`config.mk`:
```
export PLATFORM = sky130hd
export DESIGN_NAME = mdc_cell
export DESIGN_NICKNAME = d
export VERILOG_FILES = /design/src/inc/mdc_pkg.sv /design/src/hdl/mdc_cell.sv
export SDC_FILE = /design/constraint.sdc
export NUM_CORES = 1
export LEC_CHECK = 0
export BUFFER_PORTS_ARGS = -buffer_cell sky130_fd_sc_hd__buf_4
export CAP_MARGIN = 20
export CORE_MARGIN = 2
export CORE_UTILIZATION = 40
export DETAILED_ROUTE_END_ITERATION = 8
export MAX_ROUTING_LAYER = met4
export SKIP_CTS_REPAIR_TIMING = 1
export SLEW_MARGIN = 15
export SYNTH_ARGS = -nofsm -noshare
export SYNTH_HDL_FRONTEND = slang
export SYNTH_SLANG_ARGS = --single-unit
```
`constraint.sdc`:
```
create_clock -name pclk -period 3.3 [get_ports pclk]
set_input_delay 0.165 -clock pclk [delete_from_list [all_inputs] [get_ports pclk]]
set_output_delay 0.165 -clock pclk [all_outputs]
set_load 0.01 [all_outputs]
```
`src/inc/mdc_pkg.sv`:
```
// Constants, codes and carrier types of the multi-function counter/delay macrocell.
package mdc_pkg;
    localparam int unsigned APB_AW = 12;
    localparam logic [1:0] BYTE_LANE_LSB = 2'h2;
    // Register indices; the byte address is four times the index.
    localparam logic [7:0] IDX_OPTIONS = 8'h56;
    localparam logic [7:0] IDX_ARRANGE = 8'h57;
    localparam logic [7:0] IDX_MODE_CLOCK = 8'h58;
    localparam logic [7:0] IDX_COUNTER_TWO_FUNC = 8'h59;
    localparam logic [7:0] IDX_COUNTER_TWO_INIT = 8'h5A;
    localparam logic [7:0] IDX_CNT23_OPT = 8'h5B;
    localparam logic [7:0] IDX_CELL3_ARR = 8'h5C;
    localparam logic [7:0] IDX_COUNTER_THREE_FUNC = 8'h5D;
    localparam logic [7:0] IDX_OWN_BASE = 8'h70;
    localparam logic [7:0] IDX_COUNT_DATA = 8'h70;
    localparam logic [7:0] IDX_TABLE = 8'h71;
    localparam logic [7:0] IDX_CLOCK_SEL = 8'h72;
    localparam logic [7:0] IDX_STATUS = 8'h73;
    localparam int unsigned NUM_SLOTS = 11;
    localparam logic [3:0] SLOT_OPTIONS = 4'h0;
    localparam logic [3:0] SLOT_ARRANGE = 4'h1;
    localparam logic [3:0] SLOT_MODE = 4'h2;
    localparam logic [3:0] SLOT_OWN_BASE = 4'h8;
    localparam logic [3:0] SLOT_DATA = 4'h8;
    localparam logic [3:0] SLOT_TABLE = 4'h9;
    localparam logic [3:0] SLOT_CLOCK = 4'hA;
    localparam logic [7:0] REG_RESET = 8'h00;
    // Option bit positions and field positions.
    localparam int unsigned OPT_SETRST_BIT = 2;
    localparam int unsigned OPT_UPSYNC_BIT = 3;
    localparam int unsigned OPT_POL_BIT = 5;
    localparam int unsigned OPT_SYNC_BIT = 6;
    localparam int unsigned OPT_EDGE_DETECT_OPTION_BIT = 7;
    localparam int unsigned MODE_INIT_LSB = 4;
    localparam int unsigned STAT_COUNT_LSB = 8;
    // Arrangement codes.
    localparam logic [4:0] ARR_LUT = 5'h00;
    localparam logic [4:0] ARR_FLOP = 5'h10;
    localparam logic [4:0] ARR_CNT = 5'h01;
    localparam logic [4:0] ARR_CNT_IN2 = 5'h02;
    localparam logic [4:0] ARR_CNT_IN1 = 5'h06;
    localparam logic [4:0] ARR_CNT_IN0 = 5'h0A;
    localparam logic [4:0] ARR_CNT_D = 5'h12;
    localparam logic [4:0] ARR_CNT_SN = 5'h16;
    localparam logic [4:0] ARR_CNT_CLK = 5'h1A;
    localparam logic [4:0] ARR_LUT_CNT = 5'h03;
    localparam logic [4:0] ARR_FLOP_CNT = 5'h13;
    localparam int unsigned ARR_FLOP_BIT = 4;
    // Function groups: base code of each group, edge offset 0 both, 1 falling, 2 rising.
    localparam logic [3:0] FN_ONESHOT_BASE = 4'h3;
    localparam logic [3:0] FN_FREQ_BASE = 4'h6;
    localparam logic [3:0] FN_EDGE_BASE = 4'h9;
    localparam logic [3:0] FN_COUNT_BASE = 4'hC;
    localparam logic [3:0] FN_LEVEL_RESET = 4'hF;
    localparam logic [3:0] EDGE_OFS_FALL = 4'h1;
    localparam logic [3:0] EDGE_OFS_RISE = 4'h2;
    localparam logic [1:0] INIT_BYPASS = 2'h0;
    localparam logic [1:0] INIT_ZERO = 2'h1;
    // Clock source codes and divider terminal values (ratio minus one).
    localparam logic [3:0] CK_FAST = 4'h0;
    localparam logic [3:0] CK_FAST_D4 = 4'h1;
    localparam logic [3:0] CK_FAST_D8 = 4'h2;
    localparam logic [3:0] CK_FAST_D64 = 4'h3;
    localparam logic [3:0] CK_FAST_D512 = 4'h4;
    localparam logic [3:0] CK_SLOW = 4'h5;
    localparam logic [3:0] CK_SLOW_D8 = 4'h6;
    localparam logic [3:0] CK_SLOW_D12 = 4'h7;
    localparam logic [3:0] CK_SLOW_D24 = 4'h8;
    localparam logic [3:0] CK_SLOW_D64 = 4'h9;
    localparam logic [3:0] CK_SLOW_D512 = 4'hA;
    localparam logic [3:0] CK_SLOW_D4096 = 4'hB;
    localparam logic [3:0] CK_CHAIN = 4'hC;
    localparam logic [3:0] CK_EXT = 4'hD;
    localparam logic [11:0] DIV_1 = 12'h000;
    localparam logic [11:0] DIV_4 = 12'h003;
    localparam logic [11:0] DIV_8 = 12'h007;
    localparam logic [11:0] DIV_12 = 12'h00B;
    localparam logic [11:0] DIV_24 = 12'h017;
    localparam logic [11:0] DIV_64 = 12'h03F;
    localparam logic [11:0] DIV_512 = 12'h1FF;
    localparam logic [11:0] DIV_4096 = 12'hFFF;

    typedef enum logic [2:0] {MD_DELAY, MD_ONESHOT, MD_FREQ, MD_EDGE, MD_COUNT} mdc_mode_e;

    typedef struct packed {
        logic a;
        logic b;
        logic c;
    } mdc_matrix_s;

    typedef struct packed {
        logic [NUM_SLOTS-1:0][7:0] regs;
        logic [31:0] prdata;
        logic [11:0] div;
        logic fast_q;
        logic slow_q;
        logic chain_q;
        logic ext_q;
        logic [1:0] sync_in;
        logic [1:0] sync_up;
        logic din_q;
        logic [7:0] count;
        logic busy;
        logic dly;
        logic init_done;
        logic ff_clk_q;
        logic ff_q;
    } mdc_state_s;
endpackage : mdc_pkg

```
`src/hdl/mdc_cell.sv`:
```
// Multi-function macrocell: lookup table or flip-flop plus 8-bit counter/delay behind an APB slave.
//
// Operation
// - Arrangement 00000 lone lookup table, 10000 lone flip-flop, 00001 lone counter/delay.
// - Codes 00010, 00110, 01010 feed delay output into table input 2, 1, 0.
// - Codes 10010, 10110, 11010 feed delay output into flop data, set/clear, clock.
// - Code 00011 feeds table output, 10011 flop output, into the delay input.
// - Function 0000, 0001, 0010: delay on both, falling or rising input edges.
// - Function 0011, 0100, 0101: one-shot on both, falling or rising edges.
// - Function 0110, 0111, 1000: frequency detector on both, falling or rising edges.
// - Function 1001, 1010, 1011: edge detector on both, falling or rising edges.
// - Function 1100-1110 counter reset by edges; 1111 holds reset while input high.
// - Initial value 00 bypasses, 01 starts output low, 10 or 11 high.
// - Clock codes 0000-0100: fast oscillator undivided or divided by 4, 8, 64, 512.
// - Clock codes 0101-1011: slow oscillator undivided or by 8, 12, 24, 64, 512, 4096.
// - Clock 1100 uses chain terminal count, 1101 the matrix clock input.
// - Polarity bit 0 passes the delay output, 1 inverts it.
// - In counter mode the sync bit adds two flip-flop stages on the input.
// - Edge-detect option turns delay completion into a one-tick pulse, delay codes only.
// - Set/reset bit 0 clears count, output high; 1 loads data, output low.
// - Count-up control has its own optional two-stage synchroniser.
//
// The implementer's own choice: the APB register port.
`timescale 1ns/1ps
`default_nettype none
module mdc_cell (
    input wire logic pclk,
    input wire logic presetn,
    input wire logic psel,
    input wire logic penable,
    input wire logic pwrite,
    input wire logic [mdc_pkg::APB_AW-1:0] paddr,
    input wire logic [31:0] pwdata,
    input wire logic [3:0] pstrb,
    output logic [31:0] prdata,
    output logic pready,
    output logic pslverr,
    input wire logic fast_oscillator,
    input wire logic slow_oscillator,
    input wire logic chain_terminal_count,
    input wire mdc_pkg::mdc_matrix_s matrix_in,
    input wire logic count_up_request,
    output logic delay_output,
    output logic cell_output
);
    mdc_pkg::mdc_state_s st_q;
    mdc_pkg::mdc_state_s st_d;
    logic [7:0] idx;
    logic [3:0] slot;
    logic mapped;
    logic [7:0] options;
    logic [4:0] arr;
    logic [3:0] func;
    logic [1:0] init_sel;
    logic [3:0] clk_sel;
    logic [7:0] data;
    logic [7:0] table_bits;
    logic [31:0] status;
    logic src_edge;
    logic tick;
    logic lut_in2;
    logic lut_in1;
    logic lut_in0;
    logic table_output;
    logic ff_d;
    logic ff_set_clear_low;
    logic ff_clk;
    logic delay_input_raw;
    logic delay_input;
    logic up;
    logic rise;
    logic fall;
    logic qual;
    logic reg_write;
    mdc_pkg::mdc_mode_e mode;
    logic [3:0] edge_ofs;

    function automatic logic [11:0] div_last(input logic [3:0] sel);
        logic [11:0] r;
        r = mdc_pkg::DIV_1;
        unique case (sel)
            mdc_pkg::CK_FAST_D4: r = mdc_pkg::DIV_4;
            mdc_pkg::CK_FAST_D8, mdc_pkg::CK_SLOW_D8: r = mdc_pkg::DIV_8;
            mdc_pkg::CK_SLOW_D12: r = mdc_pkg::DIV_12;
            mdc_pkg::CK_SLOW_D24: r = mdc_pkg::DIV_24;
            mdc_pkg::CK_FAST_D64, mdc_pkg::CK_SLOW_D64: r = mdc_pkg::DIV_64;
            mdc_pkg::CK_FAST_D512, mdc_pkg::CK_SLOW_D512: r = mdc_pkg::DIV_512;
            mdc_pkg::CK_SLOW_D4096: r = mdc_pkg::DIV_4096;
            default: r = mdc_pkg::DIV_1;
        endcase
        return r;
    endfunction : div_last

    assign idx = paddr[9:2];
    assign mapped = (paddr[mdc_pkg::APB_AW-1:10] == 2'h0) && (paddr[1:0] == 2'h0)
        && (((idx >= mdc_pkg::IDX_OPTIONS) && (idx <= mdc_pkg::IDX_COUNTER_THREE_FUNC))
        || ((idx >= mdc_pkg::IDX_OWN_BASE) && (idx <= mdc_pkg::IDX_STATUS)));
    assign slot = (idx >= mdc_pkg::IDX_OWN_BASE) ? 4'(idx - mdc_pkg::IDX_OWN_BASE) + mdc_pkg::SLOT_OWN_BASE
        : 4'(idx - mdc_pkg::IDX_OPTIONS);
    assign pready = 1'b1;
    assign pslverr = psel && penable && !mapped;
    assign reg_write = psel && penable && pwrite && mapped && pstrb[0] && (idx != mdc_pkg::IDX_STATUS);
    assign prdata = st_q.prdata;

    assign options = st_q.regs[mdc_pkg::SLOT_OPTIONS];
    assign arr = st_q.regs[mdc_pkg::SLOT_ARRANGE][4:0];
    assign func = st_q.regs[mdc_pkg::SLOT_MODE][3:0];
    assign init_sel = st_q.regs[mdc_pkg::SLOT_MODE][mdc_pkg::MODE_INIT_LSB +: 2];
    assign clk_sel = st_q.regs[mdc_pkg::SLOT_CLOCK][3:0];
    assign data = st_q.regs[mdc_pkg::SLOT_DATA];
    assign table_bits = st_q.regs[mdc_pkg::SLOT_TABLE];
    assign status = {16'h0000, st_q.count, 5'h00, st_q.busy, cell_output, delay_output};

    always_comb begin
        unique case (clk_sel)
            mdc_pkg::CK_FAST, mdc_pkg::CK_FAST_D4, mdc_pkg::CK_FAST_D8, mdc_pkg::CK_FAST_D64,
            mdc_pkg::CK_FAST_D512: src_edge = fast_oscillator && !st_q.fast_q;
            mdc_pkg::CK_CHAIN: src_edge = chain_terminal_count && !st_q.chain_q;
            mdc_pkg::CK_EXT: src_edge = matrix_in.b && !st_q.ext_q;
            default: src_edge = (clk_sel <= mdc_pkg::CK_SLOW_D4096) && slow_oscillator && !st_q.slow_q;
        endcase
    end
    assign tick = src_edge && (st_q.div == div_last(clk_sel));

    assign delay_output = st_q.dly ^ options[mdc_pkg::OPT_POL_BIT];

    // Delay output into a table input.
    assign lut_in2 = (arr == mdc_pkg::ARR_CNT_IN2) ? delay_output : matrix_in.a;
    assign lut_in1 = (arr == mdc_pkg::ARR_CNT_IN1) ? delay_output : matrix_in.b;
    assign lut_in0 = (arr == mdc_pkg::ARR_CNT_IN0) ? delay_output : matrix_in.c;
    assign table_output = table_bits[{lut_in2, lut_in1, lut_in0}];
    // Delay output into a flop pin.
    assign ff_d = (arr == mdc_pkg::ARR_CNT_D) ? delay_output : matrix_in.a;
    assign ff_set_clear_low = (arr == mdc_pkg::ARR_CNT_SN) ? delay_output : matrix_in.b;
    assign ff_clk = (arr == mdc_pkg::ARR_CNT_CLK) ? delay_output : matrix_in.c;
    // Cell output is the flop when the arrangement's top bit is set.
    assign cell_output = arr[mdc_pkg::ARR_FLOP_BIT] ? st_q.ff_q : table_output;

    always_comb begin
        unique case (arr)
            mdc_pkg::ARR_CNT, mdc_pkg::ARR_CNT_IN2, mdc_pkg::ARR_CNT_D: delay_input_raw = matrix_in.a;
            mdc_pkg::ARR_CNT_IN1, mdc_pkg::ARR_CNT_SN: delay_input_raw = matrix_in.b;
            mdc_pkg::ARR_CNT_IN0, mdc_pkg::ARR_CNT_CLK: delay_input_raw = matrix_in.c;
            mdc_pkg::ARR_LUT_CNT: delay_input_raw = table_output;
            mdc_pkg::ARR_FLOP_CNT: delay_input_raw = st_q.ff_q;
            default: delay_input_raw = 1'b0;
        endcase
    end

    always_comb begin
        if (func < mdc_pkg::FN_ONESHOT_BASE) begin
            mode = mdc_pkg::MD_DELAY;
            edge_ofs = func;
        end else if (func < mdc_pkg::FN_FREQ_BASE) begin
            mode = mdc_pkg::MD_ONESHOT;
            edge_ofs = func - mdc_pkg::FN_ONESHOT_BASE;
        end else if (func < mdc_pkg::FN_EDGE_BASE) begin
            mode = mdc_pkg::MD_FREQ;
            edge_ofs = func - mdc_pkg::FN_FREQ_BASE;
        end else if (func < mdc_pkg::FN_COUNT_BASE) begin
            mode = mdc_pkg::MD_EDGE;
            edge_ofs = func - mdc_pkg::FN_EDGE_BASE;
        end else begin
            mode = mdc_pkg::MD_COUNT;
            edge_ofs = func - mdc_pkg::FN_COUNT_BASE;
        end
    end

    // Optional two-stage synchronisers; only the second stage is read.
    assign delay_input = ((mode == mdc_pkg::MD_COUNT) && options[mdc_pkg::OPT_SYNC_BIT]) ? st_q.sync_in[1] : delay_input_raw;
    assign up = options[mdc_pkg::OPT_UPSYNC_BIT] ? st_q.sync_up[1] : count_up_request;
    assign rise = delay_input && !st_q.din_q;
    assign fall = !delay_input && st_q.din_q;
    assign qual = (edge_ofs == mdc_pkg::EDGE_OFS_RISE) ? rise : (edge_ofs == mdc_pkg::EDGE_OFS_FALL) ? fall
        : (rise || fall) && (func != mdc_pkg::FN_LEVEL_RESET);

    always_comb begin
        st_d = st_q;
        // Read data is captured in the setup phase so the access phase needs no wait state.
        if (psel && !penable) begin
            st_d.prdata = 32'h0000_0000;
            if (mapped && (idx == mdc_pkg::IDX_STATUS)) begin
                st_d.prdata = status;
            end else if (mapped) begin
                st_d.prdata = {24'h000000, st_q.regs[slot]};
            end
        end
        if (reg_write) begin
            st_d.regs[slot] = pwdata[7:0];
        end
        st_d.fast_q = fast_oscillator;
        st_d.slow_q = slow_oscillator;
        st_d.chain_q = chain_terminal_count;
        st_d.ext_q = matrix_in.b;
        // Flop with active-low clear, clocked on its selected clock rising.
        st_d.ff_clk_q = ff_clk;
        if (!ff_set_clear_low) begin
            st_d.ff_q = 1'b0;
        end else if (ff_clk && !st_q.ff_clk_q) begin
            st_d.ff_q = ff_d;
        end
        if (src_edge) begin
            st_d.div = tick ? mdc_pkg::DIV_1 : st_q.div + 12'h001;
        end
        if (!st_q.init_done) begin
            st_d.init_done = 1'b1;
            if (init_sel != mdc_pkg::INIT_BYPASS) begin
                st_d.dly = (init_sel != mdc_pkg::INIT_ZERO);
            end
        end else if (tick) begin
            // Synchroniser stages step on the cell clock.
            st_d.sync_in = {st_q.sync_in[0], delay_input_raw};
            st_d.sync_up = {st_q.sync_up[0], count_up_request};
            st_d.din_q = delay_input;
            unique case (mode)
                mdc_pkg::MD_DELAY: begin
                    // Delay qualifying edges; others pass at once only while idle with edge-detect off.
                    if (options[mdc_pkg::OPT_EDGE_DETECT_OPTION_BIT]) begin
                        st_d.dly = 1'b0;
                    end
                    if (qual) begin
                        st_d.count = data;
                        st_d.busy = 1'b1;
                    end else if (st_q.busy && (st_q.count == 8'h00)) begin
                        st_d.busy = 1'b0;
                        st_d.dly = options[mdc_pkg::OPT_EDGE_DETECT_OPTION_BIT] ? 1'b1 : delay_input;
                    end else if (st_q.busy) begin
                        st_d.count = st_q.count - 8'h01;
                    end else if ((rise || fall) && !options[mdc_pkg::OPT_EDGE_DETECT_OPTION_BIT]) begin
                        st_d.dly = delay_input;
                    end
                end
                mdc_pkg::MD_ONESHOT: begin
                    // Pulse of data+1 ticks, retriggers ignored while running.
                    if (qual && !st_q.busy) begin
                        st_d.dly = 1'b1;
                        st_d.busy = 1'b1;
                        st_d.count = data;
                    end else if (st_q.busy && (st_q.count == 8'h00)) begin
                        st_d.dly = 1'b0;
                        st_d.busy = 1'b0;
                    end else if (st_q.busy) begin
                        st_d.count = st_q.count - 8'h01;
                    end
                end
                mdc_pkg::MD_FREQ: begin
                    // High while qualifying edges come within data+1 ticks.
                    if (qual) begin
                        st_d.dly = st_q.busy;
                        st_d.busy = 1'b1;
                        st_d.count = data;
                    end else if (st_q.busy && (st_q.count == 8'h00)) begin
                        st_d.dly = 1'b0;
                        st_d.busy = 1'b0;
                    end else if (st_q.busy) begin
                        st_d.count = st_q.count - 8'h01;
                    end
                end
                mdc_pkg::MD_EDGE: begin
                    st_d.dly = qual;
                end
                mdc_pkg::MD_COUNT: begin
                    // Counter reset by edge or by high level.
                    if (qual || ((func == mdc_pkg::FN_LEVEL_RESET) && delay_input)) begin
                        st_d.count = options[mdc_pkg::OPT_SETRST_BIT] ? data : 8'h00;
                        st_d.dly = !options[mdc_pkg::OPT_SETRST_BIT];
                    end else if (up) begin
                        st_d.dly = (st_q.count == data);
                        st_d.count = (st_q.count == data) ? 8'h00 : st_q.count + 8'h01;
                    end else begin
                        st_d.dly = (st_q.count == 8'h00);
                        st_d.count = (st_q.count == 8'h00) ? data : st_q.count - 8'h01;
                    end
                end
            endcase
        end
        // Reapply initial value.
        // Reset clears the field, so the value takes effect on the cycle after each write of it.
        if (reg_write && (slot == mdc_pkg::SLOT_MODE)) begin
            st_d.init_done = 1'b0;
        end
    end

    always_ff @(posedge pclk or negedge presetn) begin
        if (!presetn) begin
            st_q <= '0;
        end else begin
            st_q <= st_d;
        end
    end
endmodule : mdc_cell
`default_nettype wire

```
==> results.cfg, run 1 <==
[outcome]
status = complete, but fails checks
violations = setup timing

[critical_path]
crit_type = reg -> reg
cp-start-kind = register
crit_path_top_delay_cell = mux4_2
max_stage_delay_ps = 490
critical_path_arrival_ps = 3710
crit_chain = and4bb_4 > nand4_1 > and3_4 > mux4_2 > nor2_4 > o22ai_4 > inv_2 > ha_4 > nor3_4 > o21ai_4 > buf_4 > nand3_4 > a31oi_1 > nor2b_1 > a311o_1
critical_path.max_fanout = 12
crit_required_ps = 3610
endpoint_kind = register

[cts]
cts_num_sinks = 138
cts_max_level = 4
root_buffer = clkbuf_16
cts_tree = yes
clock_latency_ps = 430
cts_buffer_depth = 2
numCtsBuffers = 17
clk_pin_slew_ps = 70

[synthesis]
ys_ff_latch = 138
synth_xor_xnor_area_share = 0.0324
synthTopCellsByArea = dfrtp_1 (39%), mux2_2 (11%), mux4_2 (4.1%), nand2_1 (3.7%), ha_1 (3.1%)
yosysSeqAreaShare = 0.389
syn-instance-count = 899
synth_top_flop_cell = dfrtp_1
synth_cell_type_count = 80
ys_warn_count = 0
synth_edf_count = 0
synthArstFlopShare = 1.00
synth_top_area_share = 0.389
netlist_area_sq_um = 8880
synthSimpleGateAreaFrac = 0.164
synth_top_area_cell = dfrtp_1
synth_fa_ha_area_frac = 0.0310
synth_compound_area_frac = 0.146
synthMuxAreaShare = 0.175
post_synth.cell_area_avg_sq_um = 9.88
synth_top_family_by_area = multiplexers

[sta]
finalCritPeriodShare = 1.03
fmax_ghz = 0.294
rsz0062_at_grt = true
finalMaxSlewViolations = 0
setup_ws_ps = -103
setup_violations = 9
max_slew_margin = 0.505
hold_violations = 0
fin_crit_ps = 3400
fin_hold_ws_ps = 74.7
skew_ps = 9.47
worst_pin_slew_ps = 739

[routing]
wl_um = 23500
drc_errors = 0
ant_nets = 0
drtIter0Drc = 530
vias = 7196
vias_per_cell = 5.57
routedWlPerCell_um = 18.2
first_pass_iters = 5

[power_and_ir_drop]
power.switching_mw = 1.01
seq_power_share = 0.438
clkPwrFrac = 0.490
internal_power_mw = 2.86
p_sw_frac = 0.262
combPwrFrac = 0.071
power_density_nw_per_um2 = 360
leakage_nw = 4.96
ir_worst_vdd_uv = 342

[finish]
stdcell_area_sq_um = 10800
area_growth_pct = 21.5
final_common_cell = dfrtp_1
drive_above_1_share = 0.318
fin_nets = 1080
diodes = 0
utilization = 0.494
layout_common_cells = dfrtp_1 (138), buf_4 (136), nand2_1 (86)

[placed_design]
hpwl_um = 17100
port-buffer-count = 51
dp_slack_ps = -131
routabilityCongestion = 0.892
place_area_sq_um = 9980

[global_routing]
grt_pass1_wl_um = 38200
grt_usage = 0.210
grt_max_degree = 79
grt_pass1_vias = 6881
antenna_found_initial = 0
grt-ovfl-total = 0

[floorplanning]
row_count = 54
die_w_um = 153
dieArea_sq_um = 23400
ios = 96
start_util = 0.407
core_area_sq_um = 21800
dieHeight_um = 153

[min_path]
min_path_type = in -> reg

[job]
cap_violations = 0
-- critical path: cells and delay by family (launching register included) --
kind                     cells  cell delay, ps
adder cells (fa/ha/maj)      1             130
AND/OR/NAND/NOR              7            1170
flip-flops                   1             410
multiplexers                 1             490
buffers and inverters        2             230
AO/OA/AOI/OAI                4             850
-- area by class of cell --
cell class                      instances  area (sq um)
Tap cell                              280           350
Sequential cell                       138          3450
Inverter                               27           101
Timing Repair Buffer                  146          1150
Clock buffer                           17           425
Multi-Input combinational cell        668          5160
Fill cell                            2017         11000
Clock inverter                         15           154
-- flip-flops by register name (all words and copies together), names as in the netlist --
| name | cells |
|---|---|
| st_q | 83 |
| prdata | 16 |
| data | 8 |
| options | 8 |
| table_bits | 8 |
| arr | 5 |
| clk_sel | 4 |
| func | 4 |
| init_sel | 2 |
-- routing by layer --
metal  vias up  global-route usage  share of wire
met4         0              0.0595          0.019
met1      3551               0.285           0.46
li1       3437                   -              -
met3        33              0.0295          0.036
met5         -                   -              0
met2       175               0.331           0.48
-- power groups by stage --
stage          sequential, mW  combinational [mW]  clock (mW)
2_1_floorplan            1.73               0.152           0
3_3_place_gp             1.73               0.270           0
3_5_place_dp             1.73               0.272           0
4_1_cts                  1.70               0.273        1.94
5_1_grt                  1.70               0.304        2.00
6_report                 1.70               0.276        1.90
-- Yosys cell counts, types with 14 or more instances --
library cell  instances
clkbuf_1             38
o21ai_0              40
mux2_2               86
nor2_1               54
nor3_1               22
mux4_2               16
inv_1                25
mux2i_1              20
nand3_1              20
and3_1               14
a22o_1               16
ha_1                 22
nand2_1              88
xnor2_1              21
a21oi_1              43
dfrtp_1             138
buf_4                33
-- logic make-up (layout without fill, tap and decap cells) --
kind of cell,after synthesis,count (layout)
compound gates,189,189
other cells,2,17
simple gates,284,285
mux,123,123
xor+xnor,32,32
flops,138,138
buf+inv,109,205
fa+ha+maj,22,22
-- path summary, 6_finish.rpt --
check | from | endpoint | cells past startpoint | slack [ps]
setup / recovery | arr[0]$_DFFE_PN0P_ | st_q[8]$_DFFE_PN0P_ | 15 | -100
max in group asynchronous | presetn | st_q[117]$_DFFE_PN0P_ | 3 | 2140
hold / removal | pwdata[6] | st_q[120]$_DFFE_PN0P_ | 2 | 70
min in group asynchronous | presetn | st_q[30]$_DFFE_PN0P_ | 2 | 360
hold reg to reg | st_q[14]$_DFFE_PN0P_ | st_q[14]$_DFFE_PN0P_ | 2 | 470
setup reg to reg | arr[0]$_DFFE_PN0P_ | st_q[8]$_DFFE_PN0P_ | 15 | -100
-- stage by stage --
step | instances | power (mW) | setup TNS (ps)
3_5_place_dp | 1246 | 2.00 | -681
3_3_place_gp | 1246 | 2.00 | -210
6_report | 1291 | 3.88 | -575
5_1_grt | 1291 | 4.01 | -1870
4_1_cts | 1278 | 3.91 | -810
2_1_floorplan | 914 | 1.88 | -46.0
No activity file was read; power rests on OpenSTA's default activity.
==> run 2: changes to the inputs <==
Settings changed: SKIP_CTS_REPAIR_TIMING 1 to unset.
Clock period 3.3 ns to 3.45 ns, I/O delays scaled along.
==> results.cfg, run 2 (synthesized netlist as in run 1, its figures left out) <==
[placed_design]
place_area_sq_um = 9790
hpwl_um = 16600
port-buffer-count = 51
routabilityCongestion = 0.870

[cts]
cts_tree = yes
cts_max_level = 4
clk_pin_slew_ps = 70
root_buffer = clkbuf_16
cts_buffer_depth = 2
clock_latency_ps = 430
numCtsBuffers = 17
cts_num_sinks = 138

[finish]
layout_common_cells = dfrtp_1 (133), buf_4 (119), nand2_1 (86)
regMostFlops = st_q
utilization = 0.492
diodes = 0
largest_reg_flops = 83
drive_above_1_share = 0.315
area_growth_pct = 20.9
final_common_cell = dfrtp_1
stdcell_area_sq_um = 10700
fin_nets = 1065

[routing]
wl_um = 23900
drtIter0Drc = 594
routedWlPerCell_um = 18.8
vias_per_cell = 5.69
ant_nets = 0
first_pass_iters = 5
vias = 7256
drc_errors = 0

[floorplanning]
core_area_sq_um = 21800
row_count = 54
dieArea_sq_um = 23400
ios = 96
start_util = 0.407
dieHeight_um = 153
die_w_um = 153

[sta]
fin_crit_ps = 3400
skew_ps = 14.1
hold_violations = 0
worst_pin_slew_ps = 711
rsz0062_at_grt = true
setup_violations = 0
finalMaxSlewViolations = 0
fmax_ghz = 0.294
finalCritPeriodShare = 0.985
max_slew_margin = 0.524

[global_routing]
grt_pass1_wl_um = 38700
grt_pass1_vias = 7139
grt-ovfl-total = 0
grt_usage = 0.213
grt_max_degree = 87
antenna_found_initial = 0

[critical_path]
critical_path.max_fanout = 6
cp-start-kind = register
crit_required_ps = 3770
critical_path_arrival_ps = 3720
endpoint_kind = register
crit_type = reg -> reg

[power_and_ir_drop]
power_density_nw_per_um2 = 357
leakage_nw = 4.88
power.total_mw = 3.84
seq_power_share = 0.424
power.switching_mw = 1.01
clkPwrFrac = 0.507
combPwrFrac = 0.069
internal_power_mw = 2.83
p_sw_frac = 0.263
ir_worst_vdd_uv = 348

[min_path]
min_path_type = in -> reg

[job]
cap_violations = 0

[outcome]
status = completed
==> run 2: repair_timing <==
| action | 4_1_cts | 5_1_grt |
|---|---|---|
| gates resized for setup | 6 | 37 |
| setup buffers | 1 | 6 |
| gates cloned | 1 | 1 |
| pin swaps | 3 | 26 |
| hold buffers | 6 | 0 |
| endpoints found under the hold margin | 57 | 0 |
| endpoints found under the setup margin | 8 | 10 |
==> run 2: worst paths after layout <==
check / from / slack [ps] / depth (start not counted) / endpoint
min: pwdata[1] / 80 / 3 / clk_sel[1]$_DFFE_PN0P_
min in group asynchronous: presetn / 270 / 2 / arr[1]$_DFFE_PN0P_
max: arr[1]$_DFFE_PN0P_ / 50 / 15 / st_q[8]$_DFFE_PN0P_
max in group asynchronous: presetn / 2320 / 3 / st_q[3]$_DFFE_PN0P_
min reg2reg: st_q[14]$_DFFE_PN0P_ / 470 / 2 / st_q[14]$_DFFE_PN0P_
max reg2reg: arr[1]$_DFFE_PN0P_ / 50 / 15 / st_q[8]$_DFFE_PN0P_
==> run 2: area by class of cell <==
cell class / count / area (sq um)
well taps: 280 / 350
repair buffers: 131 / 1030
clock inverters: 15 / 194
multi-input cells: 668 / 5170
fillers: 2011 / 11100
inverters: 27 / 105
flip-flops and latches: 138 / 3460
clock buffers: 17 / 425
==> run 2: metrics by stage <==
| stage | worst slack, ps | hold WS [ps] | std cells | setup TNS (ps) |
|---|---|---|---|---|
| global placement | -19.2 | 158 | 1229 | -30.2 |
| detailed placement | -113 | 158 | 1229 | -656 |
| CTS | -8.30 | 65.6 | 1269 | -8.30 |
| floorplan | 24.6 | -123 | 914 | 0 |
| global route | -62.6 | 70.3 | 1276 | -171 |
| finish | 52.4 | 80.3 | 1276 | 0 |
==> run 2: critical path, cell delays in order (launching register included) <==
cell	delay, ps
dfrtp_2	440
and4bb_2	290
a22o_1	220
and3_4	180
mux4_2	500
nor2_4	180
o22ai_4	120
inv_2	90
ha_4	140
nor3_4	50
o21ai_4	200
buf_6	130
nand2_4	50
nand2_4	70
mux2_4	300
a311o_1	320
==> run 2: power by group through the flow <==
stage	clock (mW)	sequential, mW	combinational [mW]
4_1_cts	1.98	1.63	0.266
3_3_place_gp	0	1.66	0.258
5_1_grt	2.06	1.63	0.291
2_1_floorplan	0	1.66	0.144
6_report	1.95	1.63	0.265
3_5_place_dp	0	1.66	0.259
==> run 2: metal layers <==
layer,global-route usage,vias to the layer above,wire length (um)
met5,-,-,0
met4,0.0573,0,390
met3,0.0346,32,938
met2,0.338,202,11600
met1,0.286,3615,11100
li1,-,3407,-
